`config.mk`:
```
export PLATFORM = sky130hd
export DESIGN_NAME = ulmc_top
export DESIGN_NICKNAME = d
export VERILOG_FILES = /design/src/verilog/ulmc_pkg.sv /design/src/verilog/ulmc_top.sv /design/src/verilog/ulmc_tx.sv
export SDC_FILE = /design/constraint.sdc
export NUM_CORES = 1
export LEC_CHECK = 0
export ABC_AREA = 1
export BUFFER_PORTS_ARGS = -buffer_cell sky130_fd_sc_hd__buf_2
export CAP_MARGIN = 20
export CORE_ASPECT_RATIO = 0.7
export CORE_UTILIZATION = 55
export DETAILED_ROUTE_END_ITERATION = 10
export PLACE_DENSITY = 0.78
export SLEW_MARGIN = 20
export SYNTH_ARGS = -nofsm -noshare
export SYNTH_HDL_FRONTEND = slang
export SYNTH_SLANG_ARGS = --single-unit
export TNS_END_PERCENT = 1
```
`constraint.sdc`:
```
create_clock -name pclk -period 4.68 [get_ports pclk]
set_clock_uncertainty 0.05 [all_clocks]
set_input_delay 0.468 -clock pclk [delete_from_list [all_inputs] [get_ports pclk]]
set_output_delay 0.468 -clock pclk [all_outputs]
set_load 0.005 [all_outputs]
```
`src/verilog/ulmc_pkg.sv`:
```
// Package for the UART line and modem control block: register map, field layouts, timing counts.
// Assumes a 16x oversampling bit clock derived inside the block from pclk.
package ulmc_pkg;
	// Register byte offsets on APB
	localparam logic [7:0] ULMC_ADDR_DATA = 8'h00;
	localparam logic [7:0] ULMC_ADDR_FIFO = 8'h04;
	localparam logic [7:0] ULMC_ADDR_LINE = 8'h08;
	localparam logic [7:0] ULMC_ADDR_MODEM = 8'h0C;
	localparam logic [7:0] ULMC_ADDR_LSTAT = 8'h10;
	localparam logic [7:0] ULMC_ADDR_MSTAT = 8'h14;
	localparam logic [7:0] ULMC_ADDR_FEAT = 8'h18;
	localparam logic [7:0] ULMC_ADDR_TRIG = 8'h1C;
	localparam logic [7:0] ULMC_ADDR_FLOW = 8'h20;
	// Feature control fields
	localparam int ULMC_FEAT_TARGET = 7;
	localparam int ULMC_FEAT_HALF_DUPLEX = 3;
	localparam logic [1:0] ULMC_TBL_D = 2'h3;
	// Bit timing in 16x ticks; ULMC_BIT_TICKS and ULMC_IR_PULSE are tick counts, the others last indexes (ULMC_PRESC_LAST in pclk cycles)
	localparam logic [5:0] ULMC_BIT_TICKS = 6'h10;
	localparam logic [5:0] ULMC_BIT_LAST = 6'h0F;
	localparam logic [5:0] ULMC_MID_LAST = 6'h07;
	localparam logic [5:0] ULMC_STOP15_LAST = 6'h17;
	localparam logic [5:0] ULMC_STOP2_LAST = 6'h1F;
	localparam logic [5:0] ULMC_IR_PULSE = 6'h03;
	localparam logic [1:0] ULMC_PRESC_LAST = 2'h3;
	localparam logic [2:0] ULMC_WLEN_BASE = 3'h4;
	// Trigger tables A..C, indexed by the two-bit level field
	localparam logic [6:0] ULMC_RX_TRIG [4][4] = '{'{7'h01, 7'h04, 7'h08, 7'h0E}, '{7'h08, 7'h10, 7'h18, 7'h1C},
		'{7'h08, 7'h10, 7'h38, 7'h3C}, '{7'h00, 7'h00, 7'h00, 7'h00}};
	localparam logic [6:0] ULMC_TX_TRIG [4][4] = '{'{7'h01, 7'h01, 7'h01, 7'h01}, '{7'h10, 7'h08, 7'h18, 7'h1E},
		'{7'h08, 7'h10, 7'h20, 7'h38}, '{7'h00, 7'h00, 7'h00, 7'h00}};

	typedef struct packed {
		logic dlab;
		logic brk;
		logic pforce;
		logic peven;
		logic pen;
		logic stop_long;
		logic [1:0] wlen;
	} ulmc_line_t;

	typedef struct packed {
		logic presc;
		logic ir;
		logic any_resume;
		logic loop;
		logic op2;
		logic ring_loop;
		logic rts;
		logic dtr;
	} ulmc_modem_t;

	// Index of the last data bit
	function automatic logic [2:0] ulmc_last_bit(input ulmc_line_t l);
		return ULMC_WLEN_BASE + {1'b0, l.wlen};
	endfunction

	// Parity bit to send or expect; ones above the word length are ignored
	function automatic logic ulmc_parity(input logic [7:0] d, input ulmc_line_t l);
		logic [7:0] m;
		m = '0;
		for (int i = 0; i < 8; i++)
			m[i] = d[i] && (3'(i) <= ulmc_last_bit(l));
		if (l.pforce)
			return ~l.peven;
		return l.peven ? ^m : ~^m;
	endfunction

	function automatic logic [6:0] ulmc_trigger(input logic [1:0] tbl, input logic [1:0] sel,
		input logic [6:0] prog, input logic rx);
		if (tbl == ULMC_TBL_D)
			return prog;
		return rx ? ULMC_RX_TRIG[tbl][sel] : ULMC_TX_TRIG[tbl][sel];
	endfunction
endpackage

```
`src/verilog/ulmc_top.sv`:
```
// UART channel: line format, modem control pins, line status and receive FIFO behind APB.
// Assumes APB master on pclk; rxd and ring_indicator_in are asynchronous pins.
// Summary of operation
// RULE_01: Table C gives fixed receive/transmit trigger levels.
// RULE_02: Table D takes levels from programmable trigger register.
// RULE_03: Word length 5 to 8 bits.
// RULE_04: Stop bits one, one-and-half, or two.
// RULE_05: Parity enable appends and checks parity.
// RULE_06: Parity type selects odd or even.
// RULE_07: Forced parity fixes bit at mark/space.
// RULE_08: Break holds transmit line low.
// RULE_09: Divisor access bit remaps shared addresses.
// RULE_10: Terminal-ready pin is inverse of bit.
// RULE_11: Request-to-send pin inverse, unless auto direction.
// RULE_12: Bit 2 supplies ring state in loopback.
// RULE_13: Bit 3 enables interrupt outputs, spare low.
// RULE_14: Host keeps bit 3 clear on second bus.
// RULE_15: Loopback bit routes transmit into receiver.
// RULE_16: Any received character resumes halted transmit; the code halts again on the off character instead.
// RULE_17: Resuming character stored unless flow character.
// RULE_18: Infrared bit routes through pulse encoder/decoder.
// RULE_19: Infrared transmit output idles low.
// RULE_20: Prescaler bit divides clock by four.
// RULE_21: Data-ready shows receive FIFO not empty.
// RULE_22: Trigger fields written only with FIFO enable.
// RULE_23: Line and modem control reset to zero.
//
// The implementer's own choices: the register offsets and register access over APB.
`timescale 1ns/10ps
module ulmc_top
	import ulmc_pkg::*;
#(
	parameter int FIFO_DEPTH = 64
)
(
	// APB slave
	input wire logic pclk,
	input wire logic presetn,
	input wire logic psel,
	input wire logic penable,
	input wire logic pwrite,
	input wire logic [7:0] paddr,
	input wire logic [31:0] pwdata,
	output logic [31:0] prdata,
	output logic pready,
	output logic pslverr,
	// Serial line
	input wire logic rxd,
	output logic txd,
	// Modem pins, active low
	input wire logic ring_indicator_in,
	output logic terminal_ready_n,
	output logic request_send_n,
	output logic spare_output_two_n,
	// Interrupt pad driver enable
	output logic irq_out_en
);
	localparam int PW = $clog2(FIFO_DEPTH);
	typedef enum logic [2:0] {RX_IDLE, RX_START, RX_DATA, RX_PAR, RX_STOP} ulmc_rx_st_t;
	typedef struct packed {
		logic rx_s1, rx_s2, ring_s1, ring_s2;
		logic [31:0] prdata;
		logic pready, pslverr;
		ulmc_line_t lc;
		ulmc_modem_t mc;
		logic fifo_en;
		logic [1:0] tx_sel, rx_sel;
		logic [7:0] feat;
		logic [6:0] prog_rx, prog_tx;
		logic sw_flow;
		logic [7:0] xon, xoff;
		logic [15:0] div;
		logic [1:0] pre_cnt;
		logic [15:0] baud_cnt;
		logic tick;
		logic [5:0] ir_hold;
		logic rx_in;
		ulmc_rx_st_t rx_st;
		logic [5:0] rx_cnt;
		logic [2:0] rx_bit;
		logic [7:0] rx_sh;
		logic [FIFO_DEPTH-1:0][7:0] mem;
		logic [PW-1:0] wr_ptr, rd_ptr;
		logic [PW:0] count;
		logic overrun, perr, ferr, brk_det, halted;
		logic thr_full;
		logic [7:0] thr;
		logic txd, dtr_n, rts_n, op2_n, irq_en;
	} ulmc_state_t;
	ulmc_state_t s_reg, s_next;

	logic tx_serial, tx_ir, tx_busy, tx_start, tx_line, pre_tick;
	logic setup, wr, rd, push, pop, flush;
	logic [6:0] rx_trig, tx_trig;
	logic [31:0] rdata;

	ulmc_tx u_tx (
		.pclk(pclk),
		.presetn(presetn),
		.tick(s_reg.tick),
		.start(tx_start),
		.data(s_reg.thr),
		.line(s_reg.lc),
		.serial(tx_serial),
		.ir_pulse(tx_ir),
		.busy(tx_busy)
	);

	always_comb
	begin
		s_next = s_reg;
		push = 1'b0;
		pop = 1'b0;
		flush = 1'b0;
		s_next.pready = 1'b0;
		s_next.pslverr = 1'b0;
		s_next.tick = 1'b0;
		s_next.rx_s1 = rxd;
		s_next.rx_s2 = s_reg.rx_s1;
		s_next.ring_s1 = ring_indicator_in;
		s_next.ring_s2 = s_reg.ring_s1;

		// Baud generation: optional divide by four, then the divisor
		pre_tick = !s_reg.mc.presc || s_reg.pre_cnt == ULMC_PRESC_LAST; // RULE_20
		s_next.pre_cnt = s_reg.pre_cnt + 2'h1;
		if (pre_tick && s_reg.div != '0)
		begin
			if (s_reg.baud_cnt >= s_reg.div - 16'h0001)
			begin
				s_next.baud_cnt = '0;
				s_next.tick = 1'b1;
			end
			else
				s_next.baud_cnt = s_reg.baud_cnt + 16'h0001;
		end

		// Stretch the short infrared pulse over a full bit so mid-bit sampling sees it
		if (s_reg.rx_s2)
			s_next.ir_hold = ULMC_BIT_TICKS;
		else if (s_reg.tick && s_reg.ir_hold != '0)
			s_next.ir_hold = s_reg.ir_hold - 6'h01;
		tx_line = s_reg.lc.brk ? 1'b0 : tx_serial;
		s_next.rx_in = s_reg.mc.loop ? tx_line : (s_reg.mc.ir ? s_reg.ir_hold == '0 : s_reg.rx_s2); // RULE_15 RULE_18

		// Transmit start; a halted transmitter waits for flow release
		tx_start = s_reg.thr_full && !tx_busy && !s_reg.halted;
		if (tx_start)
			s_next.thr_full = 1'b0;

		// APB: answer one cycle after setup, effects at the access edge
		setup = psel && !penable;
		wr = psel && penable && s_reg.pready && pwrite;
		rd = psel && penable && s_reg.pready && !pwrite;
		rx_trig = ulmc_trigger(s_reg.feat[5:4], s_reg.rx_sel, s_reg.prog_rx, 1'b1); // RULE_01 RULE_02
		tx_trig = ulmc_trigger(s_reg.feat[5:4], s_reg.tx_sel, s_reg.prog_tx, 1'b0); // RULE_01 RULE_02
		rdata = '0;
		s_next.pslverr = 1'b0;
		case (paddr)
			ULMC_ADDR_DATA: rdata[7:0] = s_reg.lc.dlab ? s_reg.div[7:0] : s_reg.mem[s_reg.rd_ptr]; // RULE_09
			ULMC_ADDR_FIFO: rdata[7:0] = s_reg.lc.dlab ? s_reg.div[15:8] : 8'h00;
			ULMC_ADDR_LINE: rdata[7:0] = s_reg.lc;
			ULMC_ADDR_MODEM: rdata[7:0] = s_reg.mc;
			ULMC_ADDR_LSTAT: rdata[7:0] = {s_reg.perr | s_reg.ferr | s_reg.brk_det, !s_reg.thr_full && !tx_busy,
				!s_reg.thr_full, s_reg.brk_det, s_reg.ferr, s_reg.perr, s_reg.overrun, s_reg.count != '0}; // RULE_21
			ULMC_ADDR_MSTAT: rdata[7:0] = {1'b0, s_reg.mc.loop ? s_reg.mc.ring_loop : !s_reg.ring_s2, 6'h00}; // RULE_12
			ULMC_ADDR_FEAT: rdata[7:0] = s_reg.feat;
			ULMC_ADDR_TRIG: rdata = {7'h00, int'(s_reg.count) >= int'(rx_trig), 1'b0, tx_trig, 1'b0, rx_trig,
				8'(s_reg.count)};
			ULMC_ADDR_FLOW: rdata = {8'h00, s_reg.xoff, s_reg.xon, 7'h00, s_reg.sw_flow};
			default: s_next.pslverr = setup;
		endcase
		if (setup)
		begin
			s_next.pready = 1'b1;
			s_next.prdata = rdata;
		end
		else
			s_next.pslverr = 1'b0;
		if (rd && paddr == ULMC_ADDR_DATA && !s_reg.lc.dlab && s_reg.count != '0)
			pop = 1'b1;
		if (rd && paddr == ULMC_ADDR_LSTAT)
		begin
			// Cleared here; a receive event later in this process still sets them
			s_next.overrun = 1'b0;
			s_next.perr = 1'b0;
			s_next.ferr = 1'b0;
			s_next.brk_det = 1'b0;
		end
		if (wr)
		begin
			case (paddr)
				ULMC_ADDR_DATA:
					if (s_reg.lc.dlab) // RULE_09
						s_next.div[7:0] = pwdata[7:0];
					else
					begin
						s_next.thr = pwdata[7:0];
						s_next.thr_full = 1'b1;
					end
				ULMC_ADDR_FIFO:
					if (s_reg.lc.dlab)
						s_next.div[15:8] = pwdata[7:0];
					else
					begin
						s_next.fifo_en = pwdata[0];
						if (pwdata[0]) // RULE_22
						begin
							s_next.tx_sel = pwdata[5:4];
							s_next.rx_sel = pwdata[7:6];
							flush = pwdata[1];
							if (pwdata[2])
								s_next.thr_full = 1'b0;
						end
					end
				ULMC_ADDR_LINE: s_next.lc = ulmc_line_t'(pwdata[7:0]);
				ULMC_ADDR_MODEM: s_next.mc = ulmc_modem_t'(pwdata[7:0]);
				ULMC_ADDR_FEAT: s_next.feat = pwdata[7:0];
				ULMC_ADDR_TRIG:
					if (s_reg.feat[ULMC_FEAT_TARGET]) // RULE_02
						s_next.prog_tx = pwdata[6:0];
					else
						s_next.prog_rx = pwdata[6:0];
				ULMC_ADDR_FLOW:
				begin
					s_next.sw_flow = pwdata[0];
					s_next.xon = pwdata[15:8];
					s_next.xoff = pwdata[23:16];
				end
				default: ;
			endcase
		end

		// Receiver, sampling at the middle of each bit
		if (s_reg.tick)
		begin
			s_next.rx_cnt = s_reg.rx_cnt + 6'h01;
			case (s_reg.rx_st)
				RX_IDLE:
					if (!s_reg.rx_in)
					begin
						s_next.rx_st = RX_START;
						s_next.rx_cnt = '0;
					end
				RX_START:
					if (s_reg.rx_cnt == ULMC_MID_LAST)
					begin
						s_next.rx_st = s_reg.rx_in ? RX_IDLE : RX_DATA;
						s_next.rx_cnt = '0;
						s_next.rx_bit = '0;
						s_next.rx_sh = '0;
					end
				RX_DATA:
					if (s_reg.rx_cnt == ULMC_BIT_LAST)
					begin
						s_next.rx_cnt = '0;
						s_next.rx_sh[s_reg.rx_bit] = s_reg.rx_in;
						s_next.rx_bit = s_reg.rx_bit + 3'h1;
						if (s_reg.rx_bit == ulmc_last_bit(s_reg.lc)) // RULE_03
							s_next.rx_st = s_reg.lc.pen ? RX_PAR : RX_STOP; // RULE_05
					end
				RX_PAR:
					if (s_reg.rx_cnt == ULMC_BIT_LAST)
					begin
						s_next.rx_cnt = '0;
						s_next.rx_st = RX_STOP;
						if (s_reg.rx_in != ulmc_parity(s_reg.rx_sh, s_reg.lc)) // RULE_06 RULE_07
							s_next.perr = 1'b1;
					end
				RX_STOP:
					if (s_reg.rx_cnt == ULMC_BIT_LAST)
					begin
						s_next.rx_st = RX_IDLE;
						if (!s_reg.rx_in)
						begin
							s_next.ferr = 1'b1;
							s_next.brk_det = s_reg.rx_sh == '0;
						end
						if (s_reg.sw_flow && s_reg.rx_sh == s_reg.xoff)
							s_next.halted = 1'b1;
						else if (s_reg.mc.any_resume || (s_reg.sw_flow && s_reg.rx_sh == s_reg.xon)) // RULE_16
							s_next.halted = 1'b0;
						// Flow characters are consumed, everything else is stored unless the FIFO is full
						if (!(s_reg.sw_flow && (s_reg.rx_sh == s_reg.xon || s_reg.rx_sh == s_reg.xoff))) // RULE_17
						begin
							if (int'(s_reg.count) >= (s_reg.fifo_en ? FIFO_DEPTH : 1))
								s_next.overrun = 1'b1;
							else
								push = 1'b1;
						end
					end
				default: s_next.rx_st = RX_IDLE;
			endcase
		end

		// Receive FIFO; depth must be a power of two so the pointers wrap
		if (flush)
		begin
			s_next.wr_ptr = '0;
			s_next.rd_ptr = '0;
			s_next.count = '0;
		end
		else
		begin
			if (push)
			begin
				s_next.mem[s_reg.wr_ptr] = s_reg.rx_sh;
				s_next.wr_ptr = s_reg.wr_ptr + 1'b1;
			end
			if (pop)
				s_next.rd_ptr = s_reg.rd_ptr + 1'b1;
			s_next.count = s_reg.count + (PW+1)'(push) - (PW+1)'(pop);
		end

		// Pins: loopback parks txd and the modem pins inactive, not the interrupt enable
		s_next.txd = s_reg.mc.loop ? 1'b1 : (s_reg.mc.ir ? tx_ir && !s_reg.lc.brk : tx_line); // RULE_08 RULE_18
		s_next.dtr_n = s_reg.mc.loop || !s_reg.mc.dtr; // RULE_10
		s_next.rts_n = s_reg.mc.loop || (s_reg.feat[ULMC_FEAT_HALF_DUPLEX] ? !(tx_busy || s_reg.thr_full)
			: !s_reg.mc.rts); // RULE_11
		s_next.op2_n = s_reg.mc.loop || !s_reg.mc.op2; // RULE_13
		s_next.irq_en = s_reg.mc.op2; // RULE_13
	end

	always_ff @(posedge pclk or negedge presetn)
	begin
		if (!presetn)
		begin
			s_reg <= '0; // RULE_23
			s_reg.txd <= 1'b1;
			s_reg.dtr_n <= 1'b1;
			s_reg.rts_n <= 1'b1;
			s_reg.op2_n <= 1'b1;
			s_reg.rx_in <= 1'b1;
			// Synchronisers start at the idle pin level so no false start bit or ring follows reset
			s_reg.rx_s1 <= 1'b1;
			s_reg.rx_s2 <= 1'b1;
			s_reg.ring_s1 <= 1'b1;
			s_reg.ring_s2 <= 1'b1;
		end
		else
			s_reg <= s_next;
	end

	assign prdata = s_reg.prdata;
	assign pready = s_reg.pready;
	assign pslverr = s_reg.pslverr;
	assign txd = s_reg.txd;
	assign terminal_ready_n = s_reg.dtr_n;
	assign request_send_n = s_reg.rts_n;
	assign spare_output_two_n = s_reg.op2_n;
	assign irq_out_en = s_reg.irq_en;
endmodule // ulmc_top

```
`src/verilog/ulmc_tx.sv`:
```
// Transmit serializer: start, 5..8 data bits LSB first, optional parity, stop period.
// Assumes a one-cycle 16x tick and a start request from logic on the same clock.
`timescale 1ns/10ps
module ulmc_tx
	import ulmc_pkg::*;
(
	// Clock and reset
	input wire logic pclk,
	input wire logic presetn,
	// Control
	input wire logic tick,
	input wire logic start,
	input wire logic [7:0] data,
	input wire ulmc_line_t line,
	// Serial out
	output logic serial,
	output logic ir_pulse,
	output logic busy
);
	typedef enum logic [2:0] {TX_IDLE, TX_START, TX_DATA, TX_PAR, TX_STOP} ulmc_tx_st_t;
	typedef struct packed {
		ulmc_tx_st_t st;
		logic [5:0] cnt;
		logic [2:0] bitn;
		logic [7:0] sh;
		logic serial;
		logic ir;
		logic busy;
	} ulmc_tx_t;
	ulmc_tx_t s_reg, s_next;
	logic [5:0] stop_last;

	always_comb
	begin
		s_next = s_reg;
		stop_last = !line.stop_long ? ULMC_BIT_LAST : (line.wlen == 2'h0 ? ULMC_STOP15_LAST : ULMC_STOP2_LAST); // RULE_04
		case (s_reg.st)
			TX_IDLE:
				if (start)
				begin
					s_next.st = TX_START;
					s_next.cnt = '0;
					s_next.sh = data;
					s_next.serial = 1'b0;
				end
			TX_STOP:
				if (tick)
				begin
					s_next.cnt = s_reg.cnt + 6'h01;
					if (s_reg.cnt == stop_last)
						s_next.st = TX_IDLE;
				end
			default:
				if (tick)
				begin
					s_next.cnt = s_reg.cnt + 6'h01;
					if (s_reg.cnt == ULMC_BIT_LAST)
					begin
						s_next.cnt = '0;
						if (s_reg.st == TX_START)
						begin
							s_next.st = TX_DATA;
							s_next.bitn = '0;
							s_next.serial = s_reg.sh[0];
						end
						else if (s_reg.st == TX_DATA && s_reg.bitn != ulmc_last_bit(line)) // RULE_03
						begin
							s_next.bitn = s_reg.bitn + 3'h1;
							s_next.serial = s_reg.sh[s_reg.bitn + 3'h1];
						end
						else if (s_reg.st == TX_DATA && line.pen) // RULE_05
						begin
							s_next.st = TX_PAR;
							s_next.serial = ulmc_parity(s_reg.sh, line); // RULE_06 RULE_07
						end
						else
						begin
							s_next.st = TX_STOP;
							s_next.serial = 1'b1;
						end
					end
				end
		endcase
		s_next.busy = s_next.st != TX_IDLE;
		// Short high pulse for each zero bit; no pulse while idle
		s_next.ir = s_next.busy && !s_next.serial && s_next.cnt < ULMC_IR_PULSE; // RULE_19
	end

	always_ff @(posedge pclk or negedge presetn)
	begin
		if (!presetn)
		begin
			s_reg <= '0;
			s_reg.serial <= 1'b1;
		end
		else
			s_reg <= s_next;
	end

	assign serial = s_reg.serial;
	assign ir_pulse = s_reg.ir;
	assign busy = s_reg.busy;
endmodule // ulmc_tx
```
==> run summary, run 1 <==
Clock share of power -> 0.461
Worst path required time -> 5.18 ns
Initial antenna violation count -> 2
Synth warnings -> 0
Syn-to-layout area delta -> 7.08%
Met2 Resource Use GR -> 0.456
Inst Count DP -> 6,738
Worst Setup SP -> s_reg[596]$_DFFE_PN0P_
Number of global-route vias before repair -> 35,500
Post-Syn Area per Cell -> 7.24 um^2
CTS resizes -> 0
FF-to-FF Start -> s_reg[596]$_DFFE_PN0P_
Startpoint Class -> register
Hold path start -> pwdata[15]
Hold buffer count at CTS -> 6
Post-synth top area share -> 0.419
Placement Setup Slack -> 0.939 ns
Synth area leader -> dfrtp_1
TritonCTS clock tree -> yes
Final GP Congestion -> 0.986
Worst hold margin -> 0.0222 ns
Peak supply drop -> 0.000247 V
Port Buffers -> 70
Sequential share of the synthesized area -> 0.425
Combinational Power Share -> 0.048
Largest register FFs -> 668
Detailed Routing Iterations Pass 1 -> 6
Clock-pin transition on the worst setup and hold timing paths -> 0.06 ns
RSZ-0062 raised after global routing -> no
Share of cells above drive strength 1 -> 0.0670
Design Power -> 0.0130 W
Part of the power in registers -> 0.490
Cell row count -> 85
WP data arrival -> 4.30 ns
CP Capture Type -> register
Synth area leaders -> dfrtp_1 (42%), nand2_1 (15%), inv_1 (11%), nand4_1 (7.3%), nand3_1 (3.8%)
Routed WL -> 125,000 um
EDFF count, synth -> 0
Type of the worst setup path -> reg2reg
# diodes -> 0
Worst skew pair latency -> 0.65 ns
Rel. slew slack -> 0.250
Ports -> 86
Primary FF master, synth -> dfrtp_1
Count of final max-slew check failures -> 0
Hpwl dp -> 78,200 um
Final std cells w/o fill -> 6,876
Starting Density -> 0.557
Cells after synthesis -> 5,913
ANT nets after route -> 0
Worst-path fanout max -> 9
Clk sinks -> 726
Status -> finished, final reports clean
GR Overflow Total -> 0
GRT Overall Usage -> 0.319
Number of H-tree levels -> 3
NetSw -> 0.00308 W
Die area -> 78,900 um^2
Post-route minimum period -> 3.80 ns
Sw Ratio -> 0.237
Final Cycle Share -> 0.813
Clk root buf -> clkbuf_16
M1 GR Usage -> 0.481
First-pass GRT wire length -> 200,000 um
Final setup violation count -> 0
Final Worst Setup Slack -> 0.877 ns
Slew @ Worst Pin -> 1.12 ns
Nets -> 5,878
Core area -> 76,900 um^2
Largest net degree at the start of global routing -> 209
Class of the worst hold path -> in2reg
Asr flop ratio synth -> 1.00
Leak -> 24.6 nW
Power Density -> 283 nW/um^2
Number of synthesized register bits -> 726
Routed vias -> 38,600
DR iter-0 viols -> 5,305
Die H -> 235 um
M3 GR Usage -> 0.0773
Final hold viol count -> 0
GR peak layer -> met1
Internal power -> 0.00989 W
Residual DRC -> 0
CTS Buf Count -> 73
DR WL/cell -> 18.2 um
Setup_tns -> 0 ns
Netlist Area Pre-Place -> 42,800 um^2
Max Fclk -> 263 MHz
Reg-to-reg slack, setup -> 0.88 ns
Postcts setup bufs -> 0
Number of max-cap violations -> 0
Vias per cell -> 5.62
Distinct cell type count after synthesis -> 58
CTS max path bufs -> 3
Die W -> 335 um
[synthesized netlist by cell type, types with 4 or more instances]
cell / n
a211oi_1: 4
a21oi_1: 198
a22oi_1: 5
a31oi_1: 4
buf_1: 20
buf_12: 10
buf_2: 99
buf_4: 37
buf_6: 48
clkbuf_1: 175
clkinv_1: 10
dfrtp_1: 716
dfstp_2: 10
ha_1: 55
inv_1: 1223
inv_2: 10
nand2_1: 1726
nand3_1: 325
nand3_4: 50
nand4_1: 501
nor2_1: 171
nor2_2: 12
nor3_1: 38
nor3_4: 6
nor4_1: 9
o2111ai_1: 4
o211ai_1: 43
o21ai_0: 298
o221ai_1: 7
o22ai_1: 9
o31ai_1: 5
xnor2_1: 8
xor2_1: 34
[worst paths after layout]
check,endpoint,depth (start not counted)
min,s_reg[627]$_DFFE_PN0P_,3
max reg2reg,s_reg[588]$_DFFE_PN0P_,17
max,s_reg[588]$_DFFE_PN0P_,17
min in group asynchronous,s_reg[309]$_DFFE_PN0P_,2
min reg2reg,s_reg[708]$_DFF_PN1_,0
max in group asynchronous,s_reg[512]$_DFFE_PN0P_,3
[layer usage]
layer,routed length (um),vias to the layer above
met3,13800,253
met4,3190,4
li1,-,18300
met1,54700,18200
met2,53700,1848
met5,22,-
[worst max-delay path, cell delays in order (launching register included)]
cell	delay (ns)
dfrtp_1	0.38
inv_1	0.19
nand3_1	0.16
inv_1	0.10
nand3_1	0.10
nor3_1	0.26
nand2_1	0.12
nor3_1	0.19
xor2_1	0.19
ha_1	0.28
a21oi_1	0.12
o21ai_0	0.10
a21oi_1	0.13
a21boi_0	0.47
nand2_1	0.23
nand2_1	0.14
clkinv_1	0.26
nor3b_1	0.25
[cells by family (layout without fill, tap and decap cells)]
kind of cell / Yosys count / after routing / share of synthesized area
simple gates: 2857 / 2857 / 0.312
buf+inv: 1634 / 1547 / 0.162
flops: 726 / 726 / 0.425
compound gates: 594 / 594 / 0.0754
fa+ha+maj: 56 / 56 / 0.0165
xor+xnor: 42 / 42 / 0.00860
mux: 3 / 3 / 0.000789
other cells: 1 / 7 / 0.0000876
[cell usage in the layout, fill, tap and decap left out, drive strengths merged, types with 43 or more instances in the layout]
master and count:
buf 164, ha 55, nor2 184, clkbuf 108
inv 1238, o21ai 300, dfrtp 716, nor3 46
nand3 378, nand2 1730, nand4 501, a21oi 198
o211ai 43
[power groups by stage]
stage / Combinational (W) / Sequential [W] / Clock [W]
after floorplan: 0.000338 / 0.00646 / 0
after global placement: 0.000605 / 0.00647 / 0
after detailed placement: 0.000611 / 0.00647 / 0
after CTS: 0.000620 / 0.00636 / 0.00603
after global routing: 0.000707 / 0.00636 / 0.00629
final: 0.000626 / 0.00636 / 0.00598
[stage by stage]
step            util  area, um^2
3_5_place_dp   0.564       43400
5_1_grt        0.596       45800
4_1_cts        0.596       45800
2_1_floorplan      -       42800
6_report       0.596       45800
3_3_place_gp   0.564       43400
[layout make-up]
type                            instances  area, um^2
Inverter                             1245        4680
Multi-Input combinational cell       3559       17800
Tap cell                             1044        1310
Sequential cell                       726       18200
Timing Repair Buffer                  170        1500
Clock inverter                         24         205
Fill cell                            6860       31100
Clock buffer                          108        2170
Power figures use the tool's default switching activity.
==> inputs of run 2 (changes only) <==
Settings changed: ABC_AREA 1 to 0.
Clock period 4.68 ns to 3.6 ns, I/O delays scaled along.
==> run summary, run 2 <==
Sequential share of the synthesized area -> 0.506
Synth Area in Compound Gates -> 0.0532
Clk sinks -> 726
Synth area leaders -> dfrtp_1 (50%), mux2_2 (18%), mux4_2 (7.5%), ha_1 (1.9%), mux2i_1 (1.8%)
Largest register FFs -> 668
Cells on worst reg2reg path -> 16
Leak -> 19.1 nW
Synth warnings -> 0
Number of global-route vias before repair -> 24,100
Slew @ Worst Pin -> 0.971 ns
Rel. slew slack -> 0.353
Routed WL -> 94,300 um
FF-to-FF Start -> s_reg[551]$_DFFE_PN0P_
Residual DRC -> 0
GR Overflow Total -> 0
Count of final max-slew check failures -> 0
Vias per cell -> 6.38
Final Cycle Share -> 0.965
Post-Route Utilization -> 0.628
Detailed Routing Iterations Pass 1 -> 6
Max Fclk -> 288 MHz
Hold EP -> pslverr$_DFF_PN0_
Class of the worst hold path -> in2reg
Largest net degree at the start of global routing -> 112
Inst Count DP -> 3,574
Commonest non-fill, non-tap cell in the layout -> dfrtp_1
Mux cell area share after synthesis -> 0.288
Critical path's most frequent cell -> a21oi_1
Hpwl dp -> 64,800 um
Primary FF master, synth -> dfrtp_1
Synth area leader -> dfrtp_1
CTS max path bufs -> 3
Worst Setup SP -> s_reg[551]$_DFFE_PN0P_
Port Buffers -> 70
Clock-pin transition on the worst setup and hold timing paths -> 0.07 ns
Die H -> 216 um
Cell row count -> 77
Number of synthesized register bits -> 726
TritonCTS clock tree -> yes
Nets -> 2,900
RSZ-0062 raised after global routing -> no
Type of the worst setup path -> reg2reg
Hold path start -> paddr[5]
Filler instances -> 4,622
Final hold viol count -> 0
First-pass GRT wire length -> 146,000 um
Most frequent cells in the layout -> dfrtp_1 (705), mux2_2 (574), nand2_1 (135), mux4_2 (119), nor2_1 (117)
CTS Buf Count -> 70
Ports -> 86
CP Capture Type -> register
Final GP Congestion -> 0.998
Design Power -> 0.0168 W
Post-route minimum period -> 3.47 ns
Core area -> 63,800 um^2
Netlist Area Pre-Place -> 35,900 um^2
Number of H-tree levels -> 3
Power Density -> 420 nW/um^2
Post-Syn Area per Cell -> 13.2 um^2
Clk root buf -> clkbuf_16
Syn-to-layout area delta -> 11.5%
ANT nets after route -> 0
Post-route cell area -> 40,000 um^2
Final std cells w/o fill -> 3,722
Worst-path fanout max -> 3
Combinational family with the most area after synthesis -> multiplexers
Post-synthesis xor/xnor area fraction -> 0.0203
Max stage delay cell, worst path -> dfrtp_2
Die W -> 307 um
Final setup violation count -> 0
DP Area -> 37,400 um^2
Reg2reg end -> s_reg[25]$_DFF_PN0_
CP peak stage delay -> 0.43 ns
Worst hold margin -> 0.0379 ns
Startpoint Class -> register
GRT Overall Usage -> 0.289
Worst skew pair latency -> 0.64 ns
Simple-gate share of the synthesized area -> 0.0808
Distinct cell type count after synthesis -> 84
Reg-to-reg slack, setup -> 0.13 ns
Hold path cells -> 3
Status -> finished, final reports clean
Most frequent cells after synthesis -> dfrtp_1 (716), mux2_2 (574), nand2_1 (135)
Most common cell in the synthesized netlist -> dfrtp_1
Peak supply drop -> 0.000396 V
Number of max-cap violations -> 0
Worst path required time -> 4.12 ns
Share of cells above drive strength 1 -> 0.392
EDFF count, synth -> 0
Post-Synth Adder-Cell Area -> 0.0197
Post-synth top area share -> 0.499
Asr flop ratio synth -> 1.00
Die area -> 66,300 um^2
Cells after synthesis -> 2,718
Routed vias -> 23,800
Critical-path cell list -> xor2_1, nor4_1, nand4_1, and4b_2, inv_6, ha_1, inv_1, ha_1, fa_2, nand2b_1, a21oi_1, nor2_1, or2_2, a21oi_1, or3_1, a21oi_1
Initial antenna violation count -> 5
DR iter-0 viols -> 2,203
WP data arrival -> 3.99 ns
DR WL/cell -> 25.3 um
Starting Density -> 0.563
-- run 2: worst max-delay path: cells and delay by family (launching register included) --
| family | cells | cell delay (ns) |
|---|---|---|
| xor+xnor | 1 | 0.16 |
| simple gates | 7 | 1.71 |
| flops | 1 | 0.43 |
| buf+inv | 2 | 0.11 |
| fa+ha+maj | 3 | 0.68 |
| compound gates | 3 | 0.28 |
-- run 2: where the power goes --
group | internal (W) | total (W) | switching, W | leakage [nW]
registers | 0.00821 | 0.00825 | 0.0000395 | 9.98
logic | 0.000314 | 0.000844 | 0.000530 | 7.96
clock network | 0.00440 | 0.00770 | 0.00331 | 1.16
total | 0.0129 | 0.0168 | 0.00388 | 19.1
-- run 2: metrics by stage --
stage | setup slack (ns) | TNS (ns)
4_1_cts | 0.0385 | 0
2_1_floorplan | 0.0567 | 0
6_report | 0.127 | 0
3_5_place_dp | 0.0789 | 0
3_3_place_gp | -0.0411 | -2.78
5_1_grt | 0.00884 | 0
-- run 2: timing repair --
| action | CTS | global route |
|---|---|---|
| hold endpoints to repair | 61 | 0 |
| setup buffers | 0 | 1 |
| gates resized for setup | 0 | 8 |
| setup endpoints to repair | 0 | 5 |
| hold buffers | 19 | 0 |
-- run 2: final cells by class --
type / count / area [um^2] / area share
diodes: 1 / 2.50 / 0.0000625
clock buffers: 93 / 1930 / 0.0482
clock inverters: 34 / 447 / 0.0112
inverters: 49 / 189 / 0.00472
multi-input cells: 1754 / 16700 / 0.416
flip-flops and latches: 726 / 18200 / 0.455
well taps: 869 / 1090 / 0.0272
repair buffers: 196 / 1520 / 0.0381
-- run 2: logic make-up (layout without fill, tap and decap cells) --
logic type / count (synthesis) / after routing
buffers and inverters: 244 / 372
AOI/OAI and AO/OA: 294 / 294
muxes: 797 / 797
and+or+nand+nor: 517 / 517
adders and majority gates: 56 / 56
other: 1 / 8
DFF: 726 / 726
xor gates and xnor gates: 83 / 83
-- run 2: worst max path at each step --
stage	slack (ns)	cells past startpoint	to
2_1_floorplan	0.06	17	s_reg[25]$_DFF_PN0_
3_3_place_gp	-0.04	11	s_reg[311]$_DFFE_PN0P_
3_5_place_dp	0.08	16	s_reg[25]$_DFF_PN0_
4_1_cts	0.04	16	s_reg[25]$_DFF_PN0_
5_1_grt	0.009	16	s_reg[25]$_DFF_PN0_
6_report	0.13	16	s_reg[25]$_DFF_PN0_
-- run 2: metal layers --
layer | vias to the layer above | track usage | routed length [um]
met5 | - | 0 | 13
met4 | 2 | 0.0839 | 2410
met3 | 193 | 0.0855 | 9420
met2 | 1012 | 0.409 | 41000
met1 | 12400 | 0.432 | 41500
li1 | 10100 | - | -
